==> src/rtl/dma_write_pkg.sv <==
package dma_write_pkg;
	// Task-file register offsets
	localparam logic [3:0] OFF_DATA = 4'h0;
	localparam logic [3:0] OFF_ERROR = 4'h1;
	localparam logic [3:0] OFF_SECT_COUNT = 4'h2;
	localparam logic [3:0] OFF_SECT_NUM = 4'h3;
	localparam logic [3:0] OFF_CYL_LOW = 4'h4;
	localparam logic [3:0] OFF_CYL_HIGH = 4'h5;
	localparam logic [3:0] OFF_DEV_HEAD = 4'h6;
	localparam logic [3:0] OFF_STATUS_CMD = 4'h7;
	localparam logic [3:0] OFF_DEV_CTRL = 4'h8;
	// Opcodes
	localparam logic [7:0] OP_WRITE_DMA = 8'hCA;
	localparam logic [7:0] OP_RETRY_MASK = 8'hFE;
	localparam logic [7:0] OP_WRITE_DMA_FUA_EXT = 8'h3D;
	// Field positions
	localparam int DH_LBA_BIT = 6;
	localparam int CTRL_HOB_BIT = 7;
	localparam int ST_BUSY = 7;
	localparam int ST_READY = 6;
	localparam int ST_SEEK_DONE = 4;
	localparam int ST_DATA_REQ = 3;
	localparam int ST_ERR = 0;
	localparam int ER_CRC = 7;
	localparam int ER_ID_NOT_FOUND = 4;
	localparam int ER_ABORT = 2;
	// Reset values
	localparam logic [7:0] RST_DEV_HEAD = 8'hA0;
	localparam logic [7:0] RST_BYTE = 8'h00;
	// Counts
	localparam logic [8:0] WORDS_PER_SECTOR = 9'h100;
	localparam logic [16:0] MAX_COUNT_28 = 17'h0_0100;
	localparam logic [16:0] MAX_COUNT_48 = 17'h1_0000;
	// Drive geometry for CHS stepping
	localparam logic [7:0] SECTORS_PER_TRACK = 8'h3F;
	localparam logic [3:0] LAST_HEAD = 4'hF;
	typedef enum {
		ST_IDLE,
		ST_XFER,
		ST_COMMIT,
		ST_FLUSH,
		ST_DONE
	} state_t;
endpackage

==> src/rtl/dma_write_command_handler.sv <==
// Functional notes
// - Both 28-bit write opcodes start the command
// - Retry bit ignored, opcodes identical
// - Force-unit-access opcode starts 48-bit write
// - Payload arrives as 16-bit words
// - Every word gated by DMA request
// - One interrupt per command at end
// - Unrecoverable error stops at failing sector
// - Zero 8-bit count means 256 sectors
// - Sector number: sector or address 7:0
// - Cylinder bytes: cylinder or address 23:8
// - Head nibble: head or address 27:24
// - Sector count returns sectors not transferred
// - Registers return last transferred sector address, except the failing address after a 48-bit error
// - Force-unit-access flushes media before status unless a sector fails
// - 48-bit count from two writes, zero 65536
// - 48-bit address from six register bytes
// - 48-bit failing address readable, split by select
//
// Local design decisions: strobed register access and the address map.
`timescale 1ns/100ps
`default_nettype none
module dma_write_command_handler (
	// Clock and reset
	input wire logic i_ref_clk,
	input wire logic i_rst,
	// Register port
	input wire logic [3:0] i_reg_addr,
	input wire logic [7:0] i_reg_wdata,
	input wire logic i_reg_wr,
	input wire logic i_reg_rd,
	output logic [7:0] o_reg_rdata,
	// DMA data port
	output logic o_dmarq,
	input wire logic i_dma_wr,
	input wire logic [15:0] i_dma_word,
	// Interrupt
	output logic o_intrq,
	// Media side
	output logic o_media_word_valid,
	output logic [15:0] o_media_word,
	output logic o_sector_commit,
	output logic [47:0] o_sector_addr,
	output logic o_sector_lba,
	input wire logic i_media_done,
	input wire logic i_media_unrecoverable,
	output logic o_flush_req,
	input wire logic i_flush_done
);
	dma_write_pkg::state_t state;
	logic [7:0] count_cur, count_prev, snum_cur, snum_prev;
	logic [7:0] cyl_lo_cur, cyl_lo_prev, cyl_hi_cur, cyl_hi_prev;
	logic [7:0] dev_head, err_flags, dev_ctrl;
	logic status_err;
	logic is_ext;
	logic lba_mode;
	logic [47:0] cur_addr;
	logic [47:0] last_addr;
	logic [16:0] remaining;
	logic [8:0] word_cnt;
	logic [47:0] next_addr;
	logic [7:0] status_byte;
	logic busy;
	logic cmd_wr;
	logic tf_wr;
	localparam int DH_LBA_BIT_IDX = dma_write_pkg::DH_LBA_BIT;

	// Opcode decoding
	function automatic logic is_write28(input logic [7:0] op);
		return (op & dma_write_pkg::OP_RETRY_MASK) == dma_write_pkg::OP_WRITE_DMA;
	endfunction

	function automatic logic is_write48(input logic [7:0] op);
		return op == dma_write_pkg::OP_WRITE_DMA_FUA_EXT;
	endfunction

	assign busy = state != dma_write_pkg::ST_IDLE;
	assign cmd_wr = i_reg_wr && i_reg_addr == dma_write_pkg::OFF_STATUS_CMD && !busy;
	assign tf_wr = i_reg_wr && !busy;

	// Next sector address, LBA or CHS stepping
	always_comb begin
		next_addr = cur_addr;
		if (is_ext || lba_mode) begin
			next_addr = cur_addr + 48'h0000_0000_0001;
		end else if (cur_addr[7:0] != dma_write_pkg::SECTORS_PER_TRACK) begin
			next_addr[7:0] = cur_addr[7:0] + 8'h01;
		end else begin
			next_addr[7:0] = 8'h01;
			if (cur_addr[27:24] != dma_write_pkg::LAST_HEAD) begin
				next_addr[27:24] = cur_addr[27:24] + 4'h1;
			end else begin
				next_addr[27:24] = 4'h0;
				next_addr[23:8] = cur_addr[23:8] + 16'h0001;
			end
		end
	end

	// Command sequencer
	always_ff @(posedge i_ref_clk) begin
		if (i_rst) begin
			state <= dma_write_pkg::ST_IDLE;
		end else begin
			case (state)
				dma_write_pkg::ST_IDLE: begin
					if (cmd_wr) begin
						if (is_write28(i_reg_wdata) || is_write48(i_reg_wdata)) begin
							state <= dma_write_pkg::ST_XFER;
						end else begin
							state <= dma_write_pkg::ST_DONE;
						end
					end
				end
				dma_write_pkg::ST_XFER: begin
					if (i_dma_wr && word_cnt == dma_write_pkg::WORDS_PER_SECTOR - 9'h001) begin
						state <= dma_write_pkg::ST_COMMIT;
					end
				end
				dma_write_pkg::ST_COMMIT: begin
					if (i_media_done) begin
						if (i_media_unrecoverable) begin
							state <= dma_write_pkg::ST_DONE;
						end else if (remaining == 17'h0_0001) begin
							state <= is_ext ? dma_write_pkg::ST_FLUSH : dma_write_pkg::ST_DONE;
						end else begin
							state <= dma_write_pkg::ST_XFER;
						end
					end
				end
				dma_write_pkg::ST_FLUSH: begin
					if (i_flush_done) begin
						state <= dma_write_pkg::ST_DONE;
					end
				end
				dma_write_pkg::ST_DONE: begin
					state <= dma_write_pkg::ST_IDLE;
				end
				default: begin
					state <= dma_write_pkg::ST_IDLE;
				end
			endcase
		end
	end

	// Command parameters and progress
	always_ff @(posedge i_ref_clk) begin
		if (i_rst) begin
			is_ext <= 1'b0;
			lba_mode <= 1'b0;
			cur_addr <= 48'h0000_0000_0000;
			last_addr <= 48'h0000_0000_0000;
			remaining <= 17'h0_0000;
		end else if (cmd_wr) begin
			is_ext <= is_write48(i_reg_wdata);
			lba_mode <= dev_head[DH_LBA_BIT_IDX];
			if (is_write48(i_reg_wdata)) begin
				cur_addr <= {cyl_hi_prev, cyl_lo_prev, snum_prev, cyl_hi_cur, cyl_lo_cur, snum_cur};
				last_addr <= {cyl_hi_prev, cyl_lo_prev, snum_prev, cyl_hi_cur, cyl_lo_cur, snum_cur};
				remaining <= {count_prev, count_cur} == 16'h0000 ?
					dma_write_pkg::MAX_COUNT_48 : {1'b0, count_prev, count_cur};
			end else begin
				cur_addr <= {20'h0_0000, dev_head[3:0], cyl_hi_cur, cyl_lo_cur, snum_cur};
				last_addr <= {20'h0_0000, dev_head[3:0], cyl_hi_cur, cyl_lo_cur, snum_cur};
				remaining <= count_cur == 8'h00 ?
					dma_write_pkg::MAX_COUNT_28 : {9'h000, count_cur};
			end
		end else if (state == dma_write_pkg::ST_COMMIT && i_media_done && !i_media_unrecoverable) begin
			last_addr <= cur_addr;
			remaining <= remaining - 17'h0_0001;
			if (remaining != 17'h0_0001) begin
				cur_addr <= next_addr;
			end
		end
	end

	// Word counter within a sector
	always_ff @(posedge i_ref_clk) begin
		if (i_rst) begin
			word_cnt <= 9'h000;
		end else if (state != dma_write_pkg::ST_XFER) begin
			word_cnt <= 9'h000;
		end else if (i_dma_wr) begin
			word_cnt <= word_cnt + 9'h001;
		end
	end

	// request only while a sector is open
	assign o_dmarq = state == dma_write_pkg::ST_XFER;

	// Media word path
	always_ff @(posedge i_ref_clk) begin
		if (i_rst) begin
			o_media_word_valid <= 1'b0;
			o_media_word <= 16'h0000;
		end else begin
			o_media_word_valid <= i_dma_wr && o_dmarq;
			if (i_dma_wr && o_dmarq) begin
				o_media_word <= i_dma_word;
			end
		end
	end

	// Sector commit and flush requests
	always_ff @(posedge i_ref_clk) begin
		if (i_rst) begin
			o_sector_commit <= 1'b0;
			o_sector_addr <= 48'h0000_0000_0000;
			o_sector_lba <= 1'b0;
			o_flush_req <= 1'b0;
		end else begin
			o_sector_commit <= state == dma_write_pkg::ST_XFER && i_dma_wr &&
				word_cnt == dma_write_pkg::WORDS_PER_SECTOR - 9'h001;
			o_sector_addr <= cur_addr;
			o_sector_lba <= is_ext || lba_mode;
			// flush on entry to the flush wait
			o_flush_req <= state == dma_write_pkg::ST_COMMIT && i_media_done &&
				!i_media_unrecoverable && remaining == 17'h0_0001 && is_ext;
		end
	end

	// Task-file bytes and completion results
	always_ff @(posedge i_ref_clk) begin
		if (i_rst) begin
			count_cur <= dma_write_pkg::RST_BYTE;
			count_prev <= dma_write_pkg::RST_BYTE;
			snum_cur <= dma_write_pkg::RST_BYTE;
			snum_prev <= dma_write_pkg::RST_BYTE;
			cyl_lo_cur <= dma_write_pkg::RST_BYTE;
			cyl_lo_prev <= dma_write_pkg::RST_BYTE;
			cyl_hi_cur <= dma_write_pkg::RST_BYTE;
			cyl_hi_prev <= dma_write_pkg::RST_BYTE;
			dev_head <= dma_write_pkg::RST_DEV_HEAD;
		end else if (state == dma_write_pkg::ST_DONE) begin
			count_cur <= remaining[7:0];
			count_prev <= remaining[15:8];
			if (is_ext) begin
				snum_cur <= cur_addr[7:0];
				cyl_lo_cur <= cur_addr[15:8];
				cyl_hi_cur <= cur_addr[23:16];
				snum_prev <= cur_addr[31:24];
				cyl_lo_prev <= cur_addr[39:32];
				cyl_hi_prev <= cur_addr[47:40];
			end else begin
				snum_cur <= last_addr[7:0];
				cyl_lo_cur <= last_addr[15:8];
				cyl_hi_cur <= last_addr[23:16];
				dev_head[3:0] <= last_addr[27:24];
			end
		end else if (tf_wr) begin
			case (i_reg_addr)
				dma_write_pkg::OFF_SECT_COUNT: begin
					count_prev <= count_cur;
					count_cur <= i_reg_wdata;
				end
				dma_write_pkg::OFF_SECT_NUM: begin
					snum_prev <= snum_cur;
					snum_cur <= i_reg_wdata;
				end
				dma_write_pkg::OFF_CYL_LOW: begin
					cyl_lo_prev <= cyl_lo_cur;
					cyl_lo_cur <= i_reg_wdata;
				end
				dma_write_pkg::OFF_CYL_HIGH: begin
					cyl_hi_prev <= cyl_hi_cur;
					cyl_hi_cur <= i_reg_wdata;
				end
				dma_write_pkg::OFF_DEV_HEAD: begin
					dev_head <= i_reg_wdata;
				end
				default: begin
				end
			endcase
		end
	end

	// Device control byte
	always_ff @(posedge i_ref_clk) begin
		if (i_rst) begin
			dev_ctrl <= dma_write_pkg::RST_BYTE;
		end else if (i_reg_wr && i_reg_addr == dma_write_pkg::OFF_DEV_CTRL) begin
			dev_ctrl <= i_reg_wdata;
		end
	end

	// Error cause and error status
	always_ff @(posedge i_ref_clk) begin
		if (i_rst) begin
			err_flags <= dma_write_pkg::RST_BYTE;
			status_err <= 1'b0;
		end else if (cmd_wr) begin
			err_flags <= dma_write_pkg::RST_BYTE;
			status_err <= 1'b0;
			if (!is_write28(i_reg_wdata) && !is_write48(i_reg_wdata)) begin
				err_flags[dma_write_pkg::ER_ABORT] <= 1'b1;
				status_err <= 1'b1;
			end
		end else if (state == dma_write_pkg::ST_COMMIT && i_media_done && i_media_unrecoverable) begin
			err_flags[dma_write_pkg::ER_ID_NOT_FOUND] <= 1'b1;
			status_err <= 1'b1;
		end
	end

	// Interrupt line
	always_ff @(posedge i_ref_clk) begin
		if (i_rst) begin
			o_intrq <= 1'b0;
		end else if (state == dma_write_pkg::ST_DONE) begin
			o_intrq <= 1'b1;
		end else if (cmd_wr || (i_reg_rd && i_reg_addr == dma_write_pkg::OFF_STATUS_CMD)) begin
			o_intrq <= 1'b0;
		end
	end

	// Status byte
	always_comb begin
		status_byte = 8'h00;
		status_byte[dma_write_pkg::ST_BUSY] = busy;
		status_byte[dma_write_pkg::ST_READY] = 1'b1;
		status_byte[dma_write_pkg::ST_SEEK_DONE] = 1'b1;
		status_byte[dma_write_pkg::ST_DATA_REQ] = o_dmarq;
		status_byte[dma_write_pkg::ST_ERR] = status_err;
	end

	// Read port, data one cycle later
	always_ff @(posedge i_ref_clk) begin
		if (i_rst) begin
			o_reg_rdata <= 8'h00;
		end else if (i_reg_rd) begin
			case (i_reg_addr)
				dma_write_pkg::OFF_ERROR: o_reg_rdata <= err_flags;
				dma_write_pkg::OFF_SECT_COUNT: begin
					o_reg_rdata <= dev_ctrl[dma_write_pkg::CTRL_HOB_BIT] ? count_prev : count_cur;
				end
				dma_write_pkg::OFF_SECT_NUM: begin
					o_reg_rdata <= dev_ctrl[dma_write_pkg::CTRL_HOB_BIT] ? snum_prev : snum_cur;
				end
				dma_write_pkg::OFF_CYL_LOW: begin
					o_reg_rdata <= dev_ctrl[dma_write_pkg::CTRL_HOB_BIT] ? cyl_lo_prev : cyl_lo_cur;
				end
				dma_write_pkg::OFF_CYL_HIGH: begin
					o_reg_rdata <= dev_ctrl[dma_write_pkg::CTRL_HOB_BIT] ? cyl_hi_prev : cyl_hi_cur;
				end
				dma_write_pkg::OFF_DEV_HEAD: o_reg_rdata <= dev_head;
				dma_write_pkg::OFF_STATUS_CMD: o_reg_rdata <= status_byte;
				dma_write_pkg::OFF_DEV_CTRL: o_reg_rdata <= dev_ctrl;
				default: o_reg_rdata <= 8'h00;
			endcase
		end else begin
			o_reg_rdata <= 8'h00;
		end
	end
endmodule // dma_write_command_handler
`default_nettype wire

==> config.mk <==
export PLATFORM = sky130hd
export DESIGN_NAME = dma_write_command_handler
export DESIGN_NICKNAME = d
export VERILOG_FILES = /design/src/rtl/dma_write_pkg.sv /design/src/rtl/dma_write_command_handler.sv
export SDC_FILE = /design/constraint.sdc
export NUM_CORES = 1
export LEC_CHECK = 0
export ABC_AREA = 1
export BUFFER_PORTS_ARGS = -buffer_cell sky130_fd_sc_hd__buf_2
export CAP_MARGIN = 30
export CORE_ASPECT_RATIO = 2
export CORE_MARGIN = 8
export CORE_UTILIZATION = 55
export CTS_CLUSTER_DIAMETER = 200
export CTS_CLUSTER_SIZE = 24
export DETAILED_ROUTE_END_ITERATION = 10
export PLACE_DENSITY = 0.74
export SETUP_SLACK_MARGIN = 0.02
export SLEW_MARGIN = 10
export SYNTH_ARGS = -nofsm -noshare
export SYNTH_HDL_FRONTEND = slang
export SYNTH_SLANG_ARGS = --single-unit
==> constraint.sdc <==
create_clock -name i_ref_clk -period 2.1 [get_ports i_ref_clk]
set_clock_uncertainty 0.15 [all_clocks]
set_input_delay 0.105 -clock i_ref_clk [delete_from_list [all_inputs] [get_ports i_ref_clk]]
set_output_delay 0.105 -clock i_ref_clk [all_outputs]
set_load 0.02 [all_outputs]
==> qor.csv, run 1 <==
metric,value,unit
status,"complete, but fails checks",
failing checks,negative setup slack,
Peak supply drop,0.00105,V
Routed WL,58.2,mm
RSZ-0062 raised after global routing,yes,
Placed Area,15300,um^2
largest net degree at the start of global routing,87,
vias in the first global route,14800,
final setup fails,1,
HP Start,i_reg_addr[3],
sequential-to-total area share from yosys stat,39.5,%
FP Rows,81,
Final period util,102,%
Routed met1 length,18.9,mm
most frequent cells in the layout,"496 x nand2_1, 304 x nor2_1, 260 x dfxtp_1",
syn avg cell area,6.57,um^2
met3 wire len,4.41,mm
total power,0.0133,W
worst r2r path cells,7,
Reg area,5360,um^2
post-synthesis adder-cell area fraction,0.647,%
static leakage,6.84,nW
Die Area,30200,um^2
CP Data Arrival Time,2360,ps
Tmin final,2140,ps
XOR/XNOR share of the synthesized area,0.517,%
# DRC,0,
synthesized cell area,13500,um^2
Hold EP,o_reg_rdata[4],
"Clk pin slew, worst setup/hold paths",100,ps
CTS tree,yes,
CTS Buf Count,15,
htree depth,1,
Routed Antenna Nets,0,
Hold Path Cell Cnt,6,
DR top layer,met4,
"critical path fanouts, max",4,
Worst-Margin Slew,854,ps
relative slew slack,42.5,%
PortBufs,113,
cell area after layout,16500,um^2
worst skew pair latency,510,ps
area grow syn2layout,21.8,%
Worst Setup End Kind,register,
RR Endpoint,lba_mode,
Yosys top cell by area,dfxtp_1,
Crit Reg-Reg Startpoint,state[2],
CP startpoint kind,register,
"Req. time, crit path",2320,ps
share of cells above drive strength 1,16.8,%
core box area,24300,um^2
Layout fillers,2204,
Via density,6.01,
1st-pass router iterations,7,
simple-gate share of the synthesized area,32.8,%
"Cell Count, Final, Fillers Out",2590,
Synth top area share,39.5,%
First DRT Iteration DRCs,1617,
Root Driver,clkbuf_16,
Mapped Cells,2061,
main combinational cell family by area after synthesis,simple AND/OR/NAND/NOR gates,
Post-Syn Nets,2104,
DIE WIDTH,127,um
Yosys Warn Count,0,
Max Root-Sink Buffers,3,
via count,15600,
Max Clk Rate,0.468,GHz
first-pass GRT wire length,85.6,mm
Setup WS post-layout,-38.0,ps
pwr/cell area,807,nW/um^2
Hold/Removal Path Class,in2reg,
compound-cell area share of the yosys netlist,17.5,%
Area contributors post-synth,"dfxtp_1 39%, nand2_1 14%, nor2_1 8.8%, o21ai_0 6.4%, a21oi_1 5.4%",
reg2reg setup slack,-40,ps
DR WL/cell,22.5,um
placed cells,2518,
Final Max Slew Viols,0,
area of the multi-input gates,7180,um^2
I/O Pins,114,
Yosys cell types,51,
Setup TNS,-38.0,ps
overall routing resource usage,37.4,%
post-detail-place hpwl,42.4,mm
Vert. Die Dim,238,um
#FFs+latches synth,267,
"Remaining Overflow, GRT",0,
Crit Path Class,reg2reg,
"commonest non-fill, non-tap cell in the layout",nand2_1,
gpl congestion,1.03,
CTS sink cnt,267,
met2 routed WL,28.7,mm
post-synthesis mux area share,0,%
Initial Util,55.7,%
dpl ws,-91.2,ps
Max Cap Viol,0,
initial antenna violation count,1,
nets,2343,
count of final hold-check violations,0,
[critical path, stage by stage, from the launching register on]
cell and delay (ps):
dfxtp_4 370, nor2_2 110, nand2_2 80, nor2_4 240, buf_12 160, nand2_8 90, o21ai_0 710, nor2_1 70
[cell usage after synthesis, drive strengths merged]
cell	count
a211oi	1
a21oi	146
a221oi	2
a311oi	1
a31oi	47
a32oi	1
a41oi	7
and3	3
buf	50
clkbuf	42
clkinv	3
dfxtp	267
ha	7
inv	202
nand2	516
nand3	129
nand3b	3
nand4	30
nor2	330
nor2b	1
nor3	31
nor3b	1
nor4	2
o2111ai	1
o211ai	14
o21a	2
o21ai	188
o21bai	1
o221ai	6
o22ai	12
o311ai	1
o31ai	1
or2	5
xor2	8
[cells by family (layout without fill, tap and decap cells)]
| group | after synthesis | after routing |
|---|---|---|
| AOI/OAI and AO/OA | 431 | 431 |
| xor gates and xnor gates | 8 | 8 |
| adders and majority gates | 7 | 7 |
| buffers and inverters | 297 | 533 |
| DFF | 267 | 267 |
| other | 0 | 1 |
| and+or+nand+nor | 1051 | 1053 |
[stage by stage]
stage,hold WS (ps),util [%]
after detailed placement,185,62.9
after global placement,177,62.9
final,18.7,67.8
after global routing,72.2,67.8
after floorplan,81.3,-
after CTS,4.35,66.3
[how the worst max path moves through the flow]
stage                      from      endpoint  slack, ps
floorplan           cur_addr[1]   cur_addr[8]        290
global placement       state[0]   cur_addr[5]       -110
detailed placement     state[0]   cur_addr[5]        -90
CTS                 cur_addr[1]  cur_addr[10]         20
global route        word_cnt[0]      state[0]        -20
finish                 state[2]      lba_mode        -40
[per-layer routing]
metal,global-route usage (%),vias to the layer above
met5,0,-
met4,35.4,0
met3,6.15,289
met2,65.1,909
met1,36.7,7147
li1,-,7218
[cell type report]
class	instances	area share (%)
multi-input cells	1499	43.5
clock buffers	15	2.27
well taps	290	2.20
flip-flops and latches	267	32.5
clock inverters	1	0.182
inverters	205	4.66
repair buffers	312	14.7
diodes	1	0.0152
[repair_timing]
action / 4_1_cts / 5_1_grt
gates resized for setup: 5 / 65
gates cloned: 0 / 4
pin swaps: 0 / 13
hold buffers: 40 / 0
endpoints found under the setup margin: 34 / 84
buffers inserted: 0 / 10
endpoints found under the hold margin: 90 / 0
[registers in the layout, summed over array words and instances (netlist names), 9 cells and up]
name / count
remaining: 17
o_media_word: 16
cur_addr: 48
word_cnt: 9
last_addr: 28
o_sector_addr: 48
[power by group]
group	switching [W]	internal (W)
logic	0.00285	0.00135
registers	0.000499	0.00551
clock network	0.00179	0.00132
total	0.00513	0.00818
Note: power is estimated with default switching activity, not from simulation.
==> run 2, diff against run 1 <==
- clock period: 2.1 -> 2.6 ns (I/O delays scaled with it)
==> qor.csv, run 2 (synthesis results as in run 1) <==
metric,value,unit
"Clk pin slew, worst setup/hold paths",110,ps
Placed Area,14500,um^2
static leakage,6.20,nW
1st-pass router iterations,6,
htree depth,1,
"Req. time, crit path",2860,ps
FP Rows,81,
First DRT Iteration DRCs,1430,
Peak supply drop,0.000784,V
DR WL/cell,21.9,um
first-pass GRT wire length,82.8,mm
area grow syn2layout,12.4,%
Worst-Margin Slew,611,ps
Root Driver,clkbuf_16,
status,"finished, final reports clean",
CP max-delay cell,dfxtp_1,
Setup TNS,0,ps
final core utilization,62.6,%
cell area after layout,15200,um^2
post-CTS setup buffer count,0,
overall routing resource usage,35.5,%
post-detail-place hpwl,39.7,mm
number of cells on the critical path,12,
Crit Reg-Reg Startpoint,cur_addr[1],
largest net degree at the start of global routing,53,
ANT cells,0,
CTS sink cnt,267,
I/O Pins,114,
Hold EP,o_reg_rdata[5],
Worst Path Buf+Inv,1,
DIE WIDTH,127,um
"most used cell, CP",nand2_1,
reg2reg setup slack,210,ps
Routed WL,54.2,mm
Initial Util,55.7,%
Routed Antenna Nets,0,
Worst path top cell family by delay,simple AND/OR/NAND/NOR gates,
"critical path fanouts, max",5,
count of final hold-check violations,0,
CP startpoint kind,register,
RR Endpoint,cur_addr[30],
Vert. Die Dim,238,um
Max Clk Rate,0.419,GHz
share of cells above drive strength 1,11.0,%
Max Cap Viol,0,
initial antenna violation count,0,
Hold Path Cell Cnt,4,
# DRC,0,
Max Root-Sink Buffers,3,
crit-path max cell delay,450,ps
Via density,5.99,
core box area,24300,um^2
Hold/Removal Path Class,in2reg,
vias in the first global route,14400,
RSZ-0062 raised after global routing,no,
HP Start,i_reg_addr[1],
biggest regs,"cur_addr (48), o_sector_addr (48), last_addr (28)",
via count,14800,
nets,2232,
"Remaining Overflow, GRT",0,
"commonest non-fill, non-tap cell in the layout",nand2_1,
Tmin final,2390,ps
gpl congestion,1.07,
relative slew slack,59.3,%
Crit Path Class,reg2reg,
final setup fails,0,
PortBufs,113,
Final Max Slew Viols,0,
worst r2r path cells,12,
Layout fillers,2352,
Die Area,30200,um^2
CTS Buf Count,15,
most frequent cells in the layout,"505 x nand2_1, 317 x nor2_1, 267 x dfxtp_1",
"Cell Chain, Critical Path",ha_1 > nand3_2 > nor2_2 > inv_1 > nor2_2 > nand2_1 > nand2_1 > nand2_1 > nand2_1 > nand2_1 > nor2_1 > nor2_1,
Worst Setup End Kind,register,
Final period util,91.7,%
CTS tree,yes,
CP Data Arrival Time,2650,ps
pwr/cell area,671,nW/um^2
worst skew pair latency,530,ps
-- run 2: what timing repair did --
item | CTS | global route
hold buffers | 35 | 0
resized for setup | 0 | 2
endpoints found under the hold margin | 72 | 0
endpoints found under the setup margin | 0 | 19
-- run 2: how the worst max path moves through the flow --
stage	startpoint	end	slack, ps
floorplan	cur_addr[1]	cur_addr[8]	790
global placement	cur_addr[1]	cur_addr[30]	80
detailed placement	cur_addr[1]	cur_addr[30]	70
CTS	cur_addr[1]	cur_addr[30]	50
global route	cur_addr[1]	cur_addr[11]	110
finish	cur_addr[1]	cur_addr[30]	210
-- run 2: power breakdown --
| part | total, W | leakage [nW] | switching (W) | internal (W) |
|---|---|---|---|---|
| Clock | 0.00251 | 0.201 | 0.00144 | 0.00107 |
| Combinational | 0.00284 | 3.84 | 0.00204 | 0.000797 |
| Sequential | 0.00487 | 2.16 | 0.000432 | 0.00444 |
-- run 2: worst min-delay path: stages --
cell,delay [ps]
buf_2,130
nor3_1,120
nand2_1,100
a41oi_1,160
-- run 2: final cells by class --
class                           count  area [um^2]  share of cell area [%]
Inverter                          205          769                    5.05
Timing Repair Buffer              203         1370                    8.99
Clock inverter                      2         38.8                   0.255
Tap cell                          290          363                    2.38
Multi-Input combinational cell   1497         6970                    45.8
Sequential cell                   267         5350                    35.1
Clock buffer                       15          375                    2.46
-- run 2: stage by stage --
stage                     instances  power [W]  hold slack (ps)  worst slack [ps]
after floorplan                2061    0.00655              106               791
after global routing           2479     0.0107             99.8               109
after CTS                      2479     0.0101             27.9              45.2
final                          2479     0.0102             49.5               215
after detailed placement       2427    0.00759              209              70.5
after global placement         2427    0.00757              201              84.2
-- run 2: per-layer routing --
metal  part of all wire, %  wire length (um)  GRT usage (%)  vias to the layer above
met1                    34             18400           36.1                     6816
met4                    11              6190           35.1                        0
met2                    47             25600           59.9                      783
met3                   7.4              3990           5.81                      264
met5                     0                 0              0                        -
li1                      -                 -              -                     6980
